**config.mk**
```make
export PLATFORM = sky130hd
export DESIGN_NAME = lcsi_top
export DESIGN_NICKNAME = d
export VERILOG_FILES = /design/src/pkg/lcsi_pkg.sv /design/src/logic/lcsi_top.sv
export SDC_FILE = /design/constraint.sdc
export NUM_CORES = 1
export LEC_CHECK = 0
export ABC_CLOCK_PERIOD_IN_PS = 2380
export CAP_MARGIN = 25
export CORE_MARGIN = 10
export CORE_UTILIZATION = 40
export DETAILED_ROUTE_END_ITERATION = 12
export DONT_BUFFER_PORTS = 1
export GPL_TIMING_DRIVEN = 0
export PLACE_DENSITY_LB_ADDON = 0.15
export SLEW_MARGIN = 5
export SYNTH_ARGS = -nofsm -noshare
export SYNTH_HDL_FRONTEND = slang
export SYNTH_SLANG_ARGS = --single-unit
```
**constraint.sdc**
```tcl
create_clock -name ref_clk -period 2.38 [get_ports ref_clk]
set_input_delay 0 -clock ref_clk [delete_from_list [all_inputs] [get_ports ref_clk]]
set_output_delay 0 -clock ref_clk [all_outputs]
set_load 0.02 [all_outputs]
```
**src/pkg/lcsi_pkg.sv**
```systemverilog
// Purpose: shared constants and types of the cpu sideband block
// Assumes: classic wishbone, 32-bit data, byte addresses
// Notes:   register index times four gives the byte address
package lcsi_pkg;
   // ----------------------------------------
   // timing
   // ----------------------------------------
   localparam int unsigned CLK_PERIOD_NS = 100;
   localparam int unsigned CPU_RST_MIN_US = 2000;
   localparam int unsigned CPU_RST_CYC =
      (CPU_RST_MIN_US * 1000 + CLK_PERIOD_NS - 1) / CLK_PERIOD_NS;

   // ----------------------------------------
   // register map
   // ----------------------------------------
   localparam int ADR_W = 10;
   localparam logic [7:0] IDX_CONFIG   = 8'h00;
   localparam logic [7:0] IDX_ROUTE    = 8'h01;
   localparam logic [7:0] IDX_TRIGGER  = 8'h02;
   localparam logic [7:0] IDX_RESETCTL = 8'h03;
   localparam logic [7:0] IDX_STATUS   = 8'h04;
   localparam logic [7:0] IDX_FASTGATE = 8'h92;
   localparam logic [7:0] IDX_FPUACK   = 8'hF0;

   // config fields
   localparam int CFG_MOUSE = 0;
   localparam int CFG_FPUEN = 1;
   localparam int CFG_SEREN = 2;
   localparam int CFG_W     = 3;
   localparam logic [CFG_W-1:0] CFG_RST = 3'h0;
   // reset control: hard reset request bit
   localparam int RC_HARD = 1;
   // fast gate: mask gate bit
   localparam int FG_GATE = 1;
   localparam logic [7:0] FG_RST = 8'h00;
   // route field: 4 bits per shared line, 0 means not routed
   localparam int RT_W = 4;
   localparam logic [15:0] ROUTE_RST = 16'h0000;
   localparam logic [15:0] TRIG_RST  = 16'h0000;
   // status fields
   localparam int ST_PROCESSOR_RESET_OUT = 16;
   localparam int ST_IGNORE_FPU_ERROR_OUT  = 17;
   localparam int ST_GPI    = 18;
   localparam int ST_MOUSE  = 19;

   // ----------------------------------------
   // interrupt numbers
   // ----------------------------------------
   localparam logic [15:0] ROUTABLE = 16'hDEF8;
   localparam int IRQ_MOUSE = 12;
   localparam int IRQ_FPU   = 13;
   localparam logic [15:0] PORT_KBD_DATA = 16'h0060;

   // ----------------------------------------
   // types
   // ----------------------------------------
   typedef enum logic [1:0] {
      LCSI_HOLD = 2'b01,
      LCSI_RUN  = 2'b10
   } lcsi_fsm_t;

   typedef struct packed {
      logic             cyc;
      logic             stb;
      logic             we;
      logic [ADR_W-1:0] adr;
      logic [3:0]       sel;
      logic [31:0]      dat;
   } lcsi_wbreq_t;

   typedef struct packed {
      lcsi_fsm_t        fsm;
      logic [31:0]      rstCnt;
      logic             strapLow;
      logic [CFG_W-1:0] cfg;
      logic [15:0]      route;
      logic [15:0]      trig;
      logic [7:0]       fastGate;
      logic [15:0]      edgePend;
      logic [15:0]      irqPrev;
      logic             mouseLatch;
      logic             iorPrev;
      logic             ignore_fpu_error_out;
      logic             wbAck;
      logic [31:0]      wbDat;
      logic             procRst;
      logic             processor_interrupt_out;
      logic             a20Oe;
      logic             ignneOe;
      logic             pirqDOe;
      logic             genIn;
   } lcsi_state_t;
endpackage

```
**src/logic/lcsi_top.sv**
```systemverilog
// Purpose: cpu sideband logic: irq steering, mouse latch, mask gate,
//          processor reset timing, coprocessor error handling
// Assumes: all inputs synchronous to ref_clk (pci clock domain)
// Notes:   open-drain pins are out/oe pairs, oe high drives low
// Operation
// - mouse mode latches line twelve rising edge
// - mouse latch clears on reset or 60h read
// - shared inputs active low, level, wired
// - each shared input routes to legal lines
// - usb interrupt drives fourth shared line
// - serial pin becomes general input when unused
// - mask output from fast gate and kbc
// - processor reset held 2 ms after power-good
// - register hard reset asserts reset 2 ms
// - reset released on pci clock rising edge
// - hard reset restores all registers default
// - reset polarity chosen by processor strap
// - coprocessor error raises internal irq 13
// - ignore-error output only when reporting enabled
// - ack write during error asserts ignore-error
// - ignore-error holds until error input negates
// - ack write without error does nothing
// - interrupt output shows pending request
// - legacy inputs edge or level, edge default
`timescale 1ns/1ps
module lcsi_top #(
   parameter int unsigned RESET_CYCLES = lcsi_pkg::CPU_RST_CYC
) (
   input  wire logic                       ref_clk,
   input  wire logic                       reset,
   input  wire logic                       wb_cyc_i,
   input  wire logic                       wb_stb_i,
   input  wire logic                       wb_we_i,
   input  wire logic [lcsi_pkg::ADR_W-1:0] wb_adr_i,
   input  wire logic [3:0]                 wb_sel_i,
   input  wire logic [31:0]                wb_dat_i,
   output logic      [31:0]                wb_dat_o,
   output logic                            wb_ack_o,
   input  wire logic [15:0]                legacyIrqIn,
   input  wire logic                       ioReadStrobe_n,
   input  wire logic [15:0]                ioAddr,
   input  wire logic [3:0]                 sharedIrqIn_n,
   input  wire logic                       usbIrq,
   output logic                            fourthSharedIrqOut,
   output logic                            fourthSharedIrqOe,
   input  wire logic                       serialIrqPinIn,
   output logic                            generalInputAlt,
   input  wire logic                       kbcGateIn,
   output logic                            addrBit20MaskOut,
   output logic                            addrBit20MaskOe,
   input  wire logic                       powerGoodIn,
   input  wire logic                       processorTypeStrap,
   output logic                            processorResetOut,
   input  wire logic                       fpuErrorIn_n,
   output logic                            ignoreFpuErrorOut,
   output logic                            ignoreFpuErrorOe,
   output logic                            processorIntrOut
);
   // ----------------------------------------
   // checks and constants
   // ----------------------------------------
   if (RESET_CYCLES < 1) begin : g_badCycles
      $error("RESET_CYCLES must be at least one");
   end

   localparam logic [31:0] RST_LAST = 32'(RESET_CYCLES - 1);
   localparam logic [lcsi_pkg::ADR_W-1:0] A_CONFIG   = {lcsi_pkg::IDX_CONFIG, 2'b00};
   localparam logic [lcsi_pkg::ADR_W-1:0] A_ROUTE    = {lcsi_pkg::IDX_ROUTE, 2'b00};
   localparam logic [lcsi_pkg::ADR_W-1:0] A_TRIGGER  = {lcsi_pkg::IDX_TRIGGER, 2'b00};
   localparam logic [lcsi_pkg::ADR_W-1:0] A_RESETCTL = {lcsi_pkg::IDX_RESETCTL, 2'b00};
   localparam logic [lcsi_pkg::ADR_W-1:0] A_STATUS   = {lcsi_pkg::IDX_STATUS, 2'b00};
   localparam logic [lcsi_pkg::ADR_W-1:0] A_FASTGATE = {lcsi_pkg::IDX_FASTGATE, 2'b00};
   localparam logic [lcsi_pkg::ADR_W-1:0] A_FPUACK   = {lcsi_pkg::IDX_FPUACK, 2'b00};

   localparam lcsi_pkg::lcsi_state_t RST_VAL = '{
      fsm:      lcsi_pkg::LCSI_HOLD,
      cfg:      lcsi_pkg::CFG_RST,
      route:    lcsi_pkg::ROUTE_RST,
      trig:     lcsi_pkg::TRIG_RST,
      fastGate: lcsi_pkg::FG_RST,
      iorPrev:  1'b1,
      procRst:  1'b1,
      default:  '0
   };

   lcsi_pkg::lcsi_state_t  ff;
   lcsi_pkg::lcsi_state_t  nxt_ff;
   lcsi_pkg::lcsi_wbreq_t  req;

   assign req = '{cyc: wb_cyc_i, stb: wb_stb_i, we: wb_we_i,
                  adr: wb_adr_i, sel: wb_sel_i, dat: wb_dat_i};

   // ----------------------------------------
   // next state
   // ----------------------------------------
   logic        access;
   logic        wrEn;
   logic        hardReq;
   logic        fpuErr;
   logic        iorFall;
   logic [3:0]  sharedLvl;
   logic [15:0] sharedVec;
   logic [15:0] rise;
   logic [15:0] stdSrc;
   logic [15:0] pendVec;
   logic [15:0] clrPend;
   logic [31:0] wmask;
   logic [31:0] rdata;

   always_comb begin
      nxt_ff = ff;
      access = req.cyc && req.stb && !ff.wbAck;
      wrEn = access && req.we;
      wmask = {{8{req.sel[3]}}, {8{req.sel[2]}}, {8{req.sel[1]}}, {8{req.sel[0]}}};
      fpuErr = !fpuErrorIn_n;

      // shared lines: low means asserted, usb adds to line four
      sharedLvl = ~sharedIrqIn_n;
      sharedLvl[3] = sharedLvl[3] | usbIrq;
      sharedVec = 16'h0000;
      for (int i = 0; i < 4; i++) begin
         logic [3:0] num;
         num = ff.route[i*lcsi_pkg::RT_W +: lcsi_pkg::RT_W];
         // illegal numbers route nowhere
         if (sharedLvl[i] && lcsi_pkg::ROUTABLE[num])
            sharedVec[num] = 1'b1;
      end

      // legacy edge detect; edge latches, level passes straight
      rise = legacyIrqIn & ~ff.irqPrev;
      nxt_ff.irqPrev = legacyIrqIn;
      stdSrc = legacyIrqIn & ff.trig & lcsi_pkg::ROUTABLE;
      if (ff.cfg[lcsi_pkg::CFG_MOUSE])
         stdSrc[lcsi_pkg::IRQ_MOUSE] = 1'b0;

      clrPend = 16'h0000;
      if (wrEn && req.adr == A_STATUS)
         clrPend = req.dat[15:0] & wmask[15:0];
      begin
         logic [15:0] setPend;
         setPend = rise & ~ff.trig & lcsi_pkg::ROUTABLE;
         if (ff.cfg[lcsi_pkg::CFG_MOUSE])
            setPend[lcsi_pkg::IRQ_MOUSE] = 1'b0;
         // set wins over a same-cycle clear
         nxt_ff.edgePend = (ff.edgePend & ~clrPend) | setPend;
      end

      // mouse latch
      iorFall = ff.iorPrev && !ioReadStrobe_n;
      nxt_ff.iorPrev = ioReadStrobe_n;
      if (iorFall && ioAddr == lcsi_pkg::PORT_KBD_DATA)
         nxt_ff.mouseLatch = 1'b0;
      if (ff.cfg[lcsi_pkg::CFG_MOUSE] && rise[lcsi_pkg::IRQ_MOUSE])
         nxt_ff.mouseLatch = 1'b1;

      pendVec = ff.edgePend | stdSrc | sharedVec;
      pendVec[lcsi_pkg::IRQ_MOUSE] = pendVec[lcsi_pkg::IRQ_MOUSE] | ff.mouseLatch;
      pendVec[lcsi_pkg::IRQ_FPU] = fpuErr;
      nxt_ff.processor_interrupt_out = |pendVec;

      // ignore-error: set on ack write during error, drops with error
      if (!fpuErr || !ff.cfg[lcsi_pkg::CFG_FPUEN])
         nxt_ff.ignore_fpu_error_out = 1'b0;
      else if (wrEn && req.adr == A_FPUACK)
         nxt_ff.ignore_fpu_error_out = 1'b1;
      nxt_ff.ignneOe = nxt_ff.ignore_fpu_error_out && nxt_ff.cfg[lcsi_pkg::CFG_FPUEN];

      // mask output: assert only with both gates low
      nxt_ff.a20Oe = !ff.fastGate[lcsi_pkg::FG_GATE] && !kbcGateIn;
      nxt_ff.pirqDOe = usbIrq;

      // serial decode lives elsewhere; unused pin is a plain input
      nxt_ff.genIn = ff.cfg[lcsi_pkg::CFG_SEREN] ? 1'b0 : serialIrqPinIn;

      // register writes
      hardReq = 1'b0;
      if (wrEn) begin
         case (req.adr)
            A_CONFIG:
               nxt_ff.cfg = (ff.cfg & ~wmask[lcsi_pkg::CFG_W-1:0]) |
                            (req.dat[lcsi_pkg::CFG_W-1:0] & wmask[lcsi_pkg::CFG_W-1:0]);
            A_ROUTE:
               nxt_ff.route = (ff.route & ~wmask[15:0]) | (req.dat[15:0] & wmask[15:0]);
            A_TRIGGER:
               nxt_ff.trig = (ff.trig & ~wmask[15:0]) | (req.dat[15:0] & wmask[15:0]);
            A_FASTGATE:
               if (req.sel[0])
                  nxt_ff.fastGate = req.dat[7:0];
            A_RESETCTL:
               hardReq = req.sel[0] && req.dat[lcsi_pkg::RC_HARD];
            default: ;
         endcase
      end

      // read mux; unmapped reads give zero
      rdata = 32'h0000_0000;
      case (req.adr)
         A_CONFIG:   rdata[lcsi_pkg::CFG_W-1:0] = ff.cfg;
         A_ROUTE:    rdata[15:0] = ff.route;
         A_TRIGGER:  rdata[15:0] = ff.trig;
         A_FASTGATE: rdata[7:0] = ff.fastGate;
         A_STATUS: begin
            rdata[15:0] = pendVec;
            rdata[lcsi_pkg::ST_PROCESSOR_RESET_OUT] = ff.fsm == lcsi_pkg::LCSI_HOLD;
            rdata[lcsi_pkg::ST_IGNORE_FPU_ERROR_OUT] = ff.ignore_fpu_error_out;
            rdata[lcsi_pkg::ST_GPI] = ff.genIn;
            rdata[lcsi_pkg::ST_MOUSE] = ff.mouseLatch;
         end
         default: ;
      endcase
      nxt_ff.wbAck = access;
      nxt_ff.wbDat = (access && !req.we) ? rdata : 32'h0000_0000;

      // processor reset sequencing
      case (ff.fsm)
         lcsi_pkg::LCSI_HOLD: begin
            // strap taken while the processor sits in reset
            nxt_ff.strapLow = processorTypeStrap;
            if (!powerGoodIn)
               nxt_ff.rstCnt = 32'h0000_0000;
            else if (ff.rstCnt >= RST_LAST)
               nxt_ff.fsm = lcsi_pkg::LCSI_RUN;
            else
               nxt_ff.rstCnt = ff.rstCnt + 32'h0000_0001;
         end
         lcsi_pkg::LCSI_RUN: begin
            if (!powerGoodIn) begin
               nxt_ff.fsm = lcsi_pkg::LCSI_HOLD;
               nxt_ff.rstCnt = 32'h0000_0000;
            end
         end
         default: begin
            nxt_ff.fsm = lcsi_pkg::LCSI_HOLD;
            nxt_ff.rstCnt = 32'h0000_0000;
         end
      endcase

      // hard reset: every register back to default, bus cycle completes
      if (hardReq) begin
         nxt_ff = RST_VAL;
         nxt_ff.strapLow = ff.strapLow;
         nxt_ff.wbAck = 1'b1;
         nxt_ff.irqPrev = legacyIrqIn;
         nxt_ff.iorPrev = ioReadStrobe_n;
         nxt_ff.fsm = lcsi_pkg::LCSI_HOLD;
         // pin followers, not settings: keep tracking through a hard reset
         nxt_ff.pirqDOe = usbIrq;
         nxt_ff.processor_interrupt_out = fpuErr;
      end

      // active high for strap low, active low for strap high
      nxt_ff.procRst = (nxt_ff.fsm == lcsi_pkg::LCSI_HOLD) ^ nxt_ff.strapLow;
   end

   // ----------------------------------------
   // state register
   // ----------------------------------------
   // updates only on the rising edge, so reset release is clock aligned
   always_ff @(posedge ref_clk) begin
      if (reset)
         ff <= RST_VAL;
      else
         ff <= nxt_ff;
   end

   // ----------------------------------------
   // outputs
   // ----------------------------------------
   assign wb_dat_o           = ff.wbDat;
   assign wb_ack_o           = ff.wbAck;
   assign processorResetOut  = ff.procRst;
   assign processorIntrOut   = ff.processor_interrupt_out;
   assign addrBit20MaskOe    = ff.a20Oe;
   assign addrBit20MaskOut   = ff.rstCnt[31] & 1'b0;
   assign ignoreFpuErrorOe   = ff.ignneOe;
   assign ignoreFpuErrorOut  = ff.rstCnt[31] & 1'b0;
   assign fourthSharedIrqOe  = ff.pirqDOe;
   assign fourthSharedIrqOut = ff.rstCnt[31] & 1'b0;
   assign generalInputAlt    = ff.genIn;
endmodule

```
* Yosys cells after proc, flatten, opt, wreduce, memory -nomap -nowiden
Memories as Yosys holds them, arrays and structs flattened. A register that Yosys moved wholly into a read port is not among the register bits.
Cells that the tools add are included.
** Storage, ports and cells
- Word-level logic and storage cells :: 170
- Output and inout bits :: 42
- Memories :: 4
- Input bits :: 94
- Bits in read-only memories :: 64
- Register bits after elaboration :: 152
** Cells by class
- Bitwise operators :: 29
- Eq/ne operators :: 12
- Reduce and logical (&&, ||, !) cells :: 40
- Order comparisons :: 9
- Multiplexer cells :: 53
- Add/sub/neg operators :: 1
** Memory list
- (no name shown) :: depth 16, bits a word 1, rd ports 1, clocked after Yosys merged registers in 1, wr ports 0, line lcsi_top.sv:125 : if (sharedLvl[i] && lcsi_pkg::ROUTABLE[num])
- (no name shown) :: depth 16, bits a word 1, rd ports 1, clocked after Yosys merged registers in 1, wr ports 0, line lcsi_top.sv:125
- (no name shown) :: depth 16, bits a word 1, rd ports 1, clocked after Yosys merged registers in 1, wr ports 0, line lcsi_top.sv:125
- (no name shown) :: depth 16, bits a word 1, rd ports 1, clocked after Yosys merged registers in 1, wr ports 0, line lcsi_top.sv:125
** Operator list (count)
- $mux 152 :: 1
- $or 16x16->16 :: 8
- $and 16x16->16 :: 7
- $mux 16 :: 7
- $pmux 34 s2 :: 1
- $mux 32 :: 2
- $not 16->16 :: 4
- $mux 43 :: 1
- $mux 4 :: 9
- $mux 34 :: 1
- $add 32x1->32 const B :: 1
- $ge 32x15->1 const B :: 1
- $pmux 8 s3 :: 1
- $eq 10x10->1 const B :: 2
- $eq 10x4->1 const B :: 2
- $logic_and 1x1->1 :: 20
- $lt 4x5->1 const B :: 4
- $mux 20 :: 1
- $pmux 5 s4 :: 1
- $mux 1 :: 18
- $demux 1 s4 :: 4
- $eq 16x7->1 const B :: 1
- $ge 4x1->1 const B :: 4
- $mux 8 :: 2
- other kinds (26) :: 41

* Depth between registers and ports, before layout
Gate-level depths: netlist of the first run.
- Depth after elaboration :: 18
- Gate-level depth with buffers :: 9
- Depth with buffers taken out :: 8

* Worst setup path before layout of the first run
Ideal clock, no wire load.
- Kind :: register to register
- Start point :: register ff, in the netlist wb_ack_o
- End point :: register ff[142] (netlist bit)
- Setup slack :: 0.112 ns
- Stages on the path, launching flop included :: 10
- Path buffers :: 3
- Arrival time :: 2.153 ns
- Clock period less this slack :: 2.268 ns
- Library setup time :: 0.115 ns
- Data required time :: 2.265 ns
- Cells stage by stage :: dfxtp_1 -> and4b_1 -> clkbuf_1 -> nand3_2 -> or4_1 -> clkbuf_1 -> nor2b_1 -> nand3_1 -> buf_4 -> o21ba_2
** On the way
- Cells in the longest elaborated chain, start to end :: 5
** Ends and longest elaborated chain
- start, declared :: line lcsi_top.sv:86 : lcsi_pkg::lcsi_state_t ff;
- start signal, assigned :: line lcsi_top.sv:263 : ff <= nxt_ff;
- $logic_not 1->1 :: line lcsi_top.sv:112 : access = req.cyc && req.stb && !ff.wbAck;
- $logic_and 1x1->1 :: line lcsi_top.sv:112
- $logic_and 1x1->1 :: line lcsi_top.sv:113 : wrEn = access && req.we;
- $mux 1 :: line lcsi_top.sv:177 : if (wrEn) begin
- $reduce_or 2->1 (no line)
Every way passes these cells.
A chain may end at the register's enable or synchronous reset.

* Worst setup path after layout of the first run
- Start point :: register ff[119] (netlist bit)
- End point :: register ff[131] (netlist bit)
** On the way
- Cells in the longest elaborated chain, start to end :: 4
- Elaborated cells on any way between the ends :: 7
- Those cells by class :: add/sub: 1; order compare: 1; eq/ne: 1; mux: 3; reduce/logical: 1
** Ends and longest elaborated chain
- $add 32x1->32 :: line lcsi_top.sv:224 : nxt_ff.rstCnt = ff.rstCnt + 32'h0000_0001;
- $mux 32 :: line lcsi_top.sv:221 : else if (ff.rstCnt >= RST_LAST)
- $mux 32 :: line lcsi_top.sv:219 : if (!powerGoodIn)
- $pmux 34 s2 :: line lcsi_top.sv:215 : case (ff.fsm)
Parallel ways exist; a longest one is shown, timed or not. The select of a mux whose other input is x is not followed.

==> metrics.txt, run 1 <==
status=finished, final reports clean; ys async rst share=0%; largest net degree at the start of global routing=17; Max Fclk=0.4353 GHz; layout cell share with drive strength beyond 1=14.51%; RePlAce Congestion=0.8807; Die ar.=22300 sq um; Clock Tree Buf Depth=2; M2 GR Usage=29.58%; # diodes=0; CTS Root Cell=clkbuf_16; vias per inst=5.946; drt wl/cell=20.69 um; Residual DRC=0; PwrDens=656.4 nW/um^2; first-pass GRT wire length=34990 um; GR Util met1=27.37%; EDFF count, synth=0; row count=47; Hold Slack=4.195 ps; Seq/Total Area, Yosys=41.29%; Placed Instances=1013; antenna violations before repair=0; final core occ=50.50%; Setup Skew=14.97 ps; CTS clk-pin slew, worst paths=60 ps; fin nets=967; RSZ-0062 raised after global routing=true; total core area=16470 sq um; Synth-to-Final Area Change=24.27%; worst setup margin=82.61 ps; FF+latch count, synth=138; WL final=22800 um; Vias=6553; Critical Path AT=2610 ps; CP startpoint kind=flop; CP Capture Type=flop; commonest non-fill, non-tap cell in the layout=dfxtp_1; LEAKAGE=2.919 nW; I/O pin count=136; HP Class=input pin to flop; DRT iter0 DRCs=660; H-tree Lvls=4; clock latency on the worst-skew pair=430 ps; Worst-Margin Slew=1032 ps; Slew Limit Fails=0; commonest cells after routing, fill and taps aside=dfxtp_1, nor2_1, nand2_1, a21oi_1, buf_4; CTS tree=yes; vias in the first global route=6084; clock period minus worst slack=2297 ps; Req. time, crit path=2700 ps; GRT Overall Usage=19.99%; peak supply drop=0.5081 mV; Die Wd=149.3 um; Distinct cells, synth=59; Slew headroom=30.20%; Yosys warnings=0; post-route ant nets=0; Initial Util=40.64%; Mapped Cells=778; period utilization=96.53%; Fillers=1595; Mean Syn Cell Area=8.601 sq um; Final Hold Vio Count=0; post-synthesis cell area=6691 sq um; Initial DRT Pass Iterations=6; number of CTS-inserted buffers=17; Primary FF master, synth=dfxtp_1; number of port buffers=0; Setup WS pre-CTS=-497.7 ps; Die Height=149.3 um; WS Path Type=flop to flop; final setup violating endpoints=0; Max FO, Critical Path=6; hpwl dp=16750 um; Clock Sinks=138; GR peak layer=met2; grt total ovfl=0; MaxCap Viol Count=0; Finished Layout Cells=1102; PnR Total Power=5.458 mW; global-route track usage on met3=6.189%
==> path summary, 6_finish.rpt <==
path	cells past startpoint	slack, ps	to	from
setup / recovery	9	80	ff[131]$_SDFFE_PN0P_	ff[119]$_SDFFE_PN0P_
hold / removal	5	4	ff[117]$_SDFF_PP0_	wb_dat_i[1]
setup reg to reg	9	80	ff[131]$_SDFFE_PN0P_	ff[119]$_SDFFE_PN0P_
hold reg to reg	2	460	ff[66]$_SDFF_PN0_	ff[66]$_SDFF_PN0_
==> cell usage after synthesis (13+ instances only) <==
library cell / number / area share, %
a22oi_1: 29 / 3.3
clkbuf_1: 26 / 1.5
dfxtp_1: 138 / 41
a31oi_1: 13 / 1.2
inv_1: 15 / 0.84
nand4_1: 29 / 2.7
nor2_1: 96 / 5.4
nor3_1: 14 / 1.0
nand3_1: 36 / 2.7
and3_1: 14 / 1.3
buf_4: 38 / 4.3
nor2b_1: 27 / 2.5
a222oi_1: 13 / 1.9
nand2_1: 56 / 3.1
mux2i_1: 26 / 3.9
a21oi_1: 56 / 4.2
==> through the flow <==
stage / TNS, ps / area (sq um)
floorplan: 0 / 6744
global placement: -29400 / 7019
detailed placement: -35570 / 7024
CTS: 0 / 8160
global route: -47.80 / 8315
finish: 0 / 8315
==> power by group <==
part	switching (mW)	internal (mW)	total, mW
sequential	0.0225	2.34	2.37
clock	1.03	1.75	2.78
combinational	0.176	0.134	0.310
total	1.23	4.23	5.46
==> area by class of cell <==
type	count	area, sq um	share of cell area [%]
Clock buffer	21	480.5	5.778
Clock inverter	10	141.4	1.700
Timing Repair Buffer	62	615.6	7.403
Inverter	15	56.30	0.6771
Tap cell	220	275.3	3.310
Multi-Input combinational cell	565	3530	42.45
Sequential cell	138	2766	33.27
Buffer	71	450.4	5.417
==> worst max-delay path, stage by stage (launching register included) <==
cell and delay (ps):
dfxtp_1 370, ha_2 220, nand4_1 170, a2111oi_2 430, o21ai_2 130, a31oi_4 290
buf_6 180, buf_12 100, nor3_1 40, o221a_2 250
==> routing by layer <==
layer,share of wire [%],vias up
li1,-,3043
met1,46,3159
met2,43,323
met3,9.2,28
met4,1.5,0
met5,0,-
==> cells by family (layout without fill, tap and decap cells) <==
group | Yosys count | count (layout) | synth area share (%)
muxes | 26 | 26 | 3.889
adders and majority gates | 7 | 7 | 1.234
other | 1 | 15 | 0.05604
DFF | 138 | 138 | 41.29
AOI/OAI and AO/OA | 157 | 157 | 16.17
buffers and inverters | 89 | 179 | 7.311
xor gates and xnor gates | 1 | 1 | 0.1309
and+or+nand+nor | 359 | 359 | 29.92
==> what timing repair did <==
action | 4_1_cts | 5_1_grt
pin swaps | 4 | 6
hold buffers | 44 | 2
setup buffers | 8 | 6
endpoints found under the hold margin | 122 | 1
endpoints found under the setup margin | 101 | 89
gates resized for setup | 8 | 19
Power figures use the tool's default switching activity.
==> run 2: changes to the inputs <==
GPL_TIMING_DRIVEN = unset   (was 0)
REMOVE_ABC_BUFFERS = 1   (was unset)
==> metrics.txt, run 2 (synthesized netlist as in run 1, its figures left out) <==
CP startpoint kind=flop; fin nets=929 (-3.9%); Synth-to-Final Area Change=22.16%; Setup Skew=6.589 ps (-8.383 ps); GRT Overall Usage=18.31% (-1.7 points); Req. time, crit path=2740 ps (+40 ps); Final Hold Vio Count=0 (unchanged); total core area=16470 sq um (unchanged); PwrDens=677.7 nW/um^2 (+3.2%); MaxCap Viol Count=0 (unchanged); Die Height=149.3 um (unchanged); status=finished, final reports clean; I/O pin count=136 (unchanged); Residual DRC=0 (unchanged); fin area=8174 sq um (-1.7%); CTS tree=yes; row count=47 (unchanged); WL final=20990 um (-7.9%); Crit Reg-Reg Startpoint=ff[134]$_SDFFE_PN0P_; placed cell area=6944 sq um (-1.1%); commonest cells after routing, fill and taps aside=dfxtp_1, nor2_1, nand2_1, a21oi_1, dlygate4sd3_1; number of port buffers=0 (unchanged); Placed Instances=979 (-3.4%); DRT iter0 DRCs=414 (-37%); Initial DRT Pass Iterations=5 (-1); largest net degree at the start of global routing=31 (+14); Slew Limit Fails=0 (unchanged); LEAKAGE=2.829 nW (-3.1%); post-route ant nets=0 (unchanged); vias per inst=5.821 (-2.1%); RSZ-0062 raised after global routing=false; first-pass GRT wire length=32800 um (-6.3%); Max Fclk=0.4461 GHz (+2.5%); Worst-Margin Slew=586.5 ps (-446.0 ps); Crit. Startpoint=ff[134]$_SDFFE_PN0P_; HP Class=input pin to flop; Vias=6211 (-5.2%); Clock Tree Buf Depth=2 (unchanged); CTS Root Cell=clkbuf_16; Hold Slack=14.13 ps (+9.937 ps); grt total ovfl=0 (unchanged); Max FO, Critical Path=26 (+20); antenna violations before repair=2 (+2); number of CTS-inserted buffers=17 (unchanged); CP Capture Type=flop; drt wl/cell=19.68 um (-4.9%); worst hold start=legacyIrqIn[6]; Setup WS pre-CTS=68.35 ps (+566.1 ps); H-tree Lvls=4 (unchanged); clock period minus worst slack=2242 ps (-55.64 ps); RePlAce Congestion=0.9439 (+7.2%); worst setup margin=138.2 ps (+55.64 ps); Critical Path AT=2600 ps (about the same); commonest non-fill, non-tap cell in the layout=dfxtp_1; Die Wd=149.3 um (unchanged); Initial Util=40.64% (unchanged); CTS clk-pin slew, worst paths=60 ps (about the same); vias in the first global route=6156 (+1.2%); Slew headroom=60.76% (+31 points); WS Path Type=flop to flop; Finished Layout Cells=1067 (-3.2%); Clock Sinks=138 (unchanged); clock latency on the worst-skew pair=420 ps (about the same); peak supply drop=0.5010 mV (-1.4%); Die ar.=22300 sq um (unchanged); layout cell share with drive strength beyond 1=11.83% (-2.7 points); hpwl dp=15400 um (-8.1%); period utilization=94.19% (-2.3 points); final setup violating endpoints=0 (unchanged); PnR Total Power=5.539 mW (+1.5%)
[run 2: cell types whose count changed in the layout (fill, tap and decap cells not counted), moves of 3 or more]
| cell | previous run | this run |
|---|---|---|
| buf_6 | 3 | 0 |
| clkinv_4 | 3 | 6 |
| dlygate4sd3_1 | 46 | 53 |
| clkbuf_1 | 23 | 1 |
| clkbuf_8 | 4 | 0 |
| buf_4 | 52 | 36 |
[run 2: path summary, 6_finish.rpt]
kind	to	slack [ps]	cells past startpoint
worst max register to register	ff[127]$_SDFFE_PN0P_	140	6
worst min register to register	ff[66]$_SDFF_PN0_	450	2
worst max-delay path	ff[127]$_SDFFE_PN0P_	140	6
worst min-delay path	wb_dat_o[6]$_SDFF_PP0_	10	4
[run 2: cell type report]
type                       count  area (sq um)
multi-input combinational    565          3522
timing repair buffer          95         900.9
inverter                      15         56.30
clock inverter                14         221.5
tap                          220         275.3
fill                        1574          8292
clock buffer                  18         429.2
sequential                   138          2764
antenna                        2         5.005
[run 2: worst max-delay path, cell delays in order, from the launching register on]
cell     delay [ps]
dfxtp_1         340
or4_1           580
nor4_4          240
a31oi_4         150
buf_12          180
or4_1           530
a21oi_2         140
[run 2: power by group]
part / leakage, nW / internal, mW / total (mW) / switching (mW)
Combinational: 1.39 / 0.125 / 0.276 / 0.151
Sequential: 1.12 / 2.34 / 2.37 / 0.0222
Clock: 0.318 / 1.87 / 2.90 / 1.03
Total: 2.83 / 4.34 / 5.54 / 1.20
[run 2: layer usage]
layer	wire length (um)	global-route usage (%)
met1	8387	20.34
met3	1026	4.248
met5	0	0
met4	550	7.949
met2	11030	32.55
[run 2: metrics by stage]
| step | TNS (ps) | util, % |
|---|---|---|
| 2_1_floorplan | -34090 | - |
| 3_3_place_gp | 0 | 42.14 |
| 3_5_place_dp | 0 | 42.17 |
| 4_1_cts | 0 | 49.35 |
| 5_1_grt | 0 | 49.64 |
| 6_report | 0 | 49.64 |
[run 2: timing repair]
item	in CTS	in global routing
buffers inserted	0	0
hold buffers	53	0
gates resized for setup	0	9
endpoints found under the hold margin	123	0
endpoints found under the setup margin	0	32
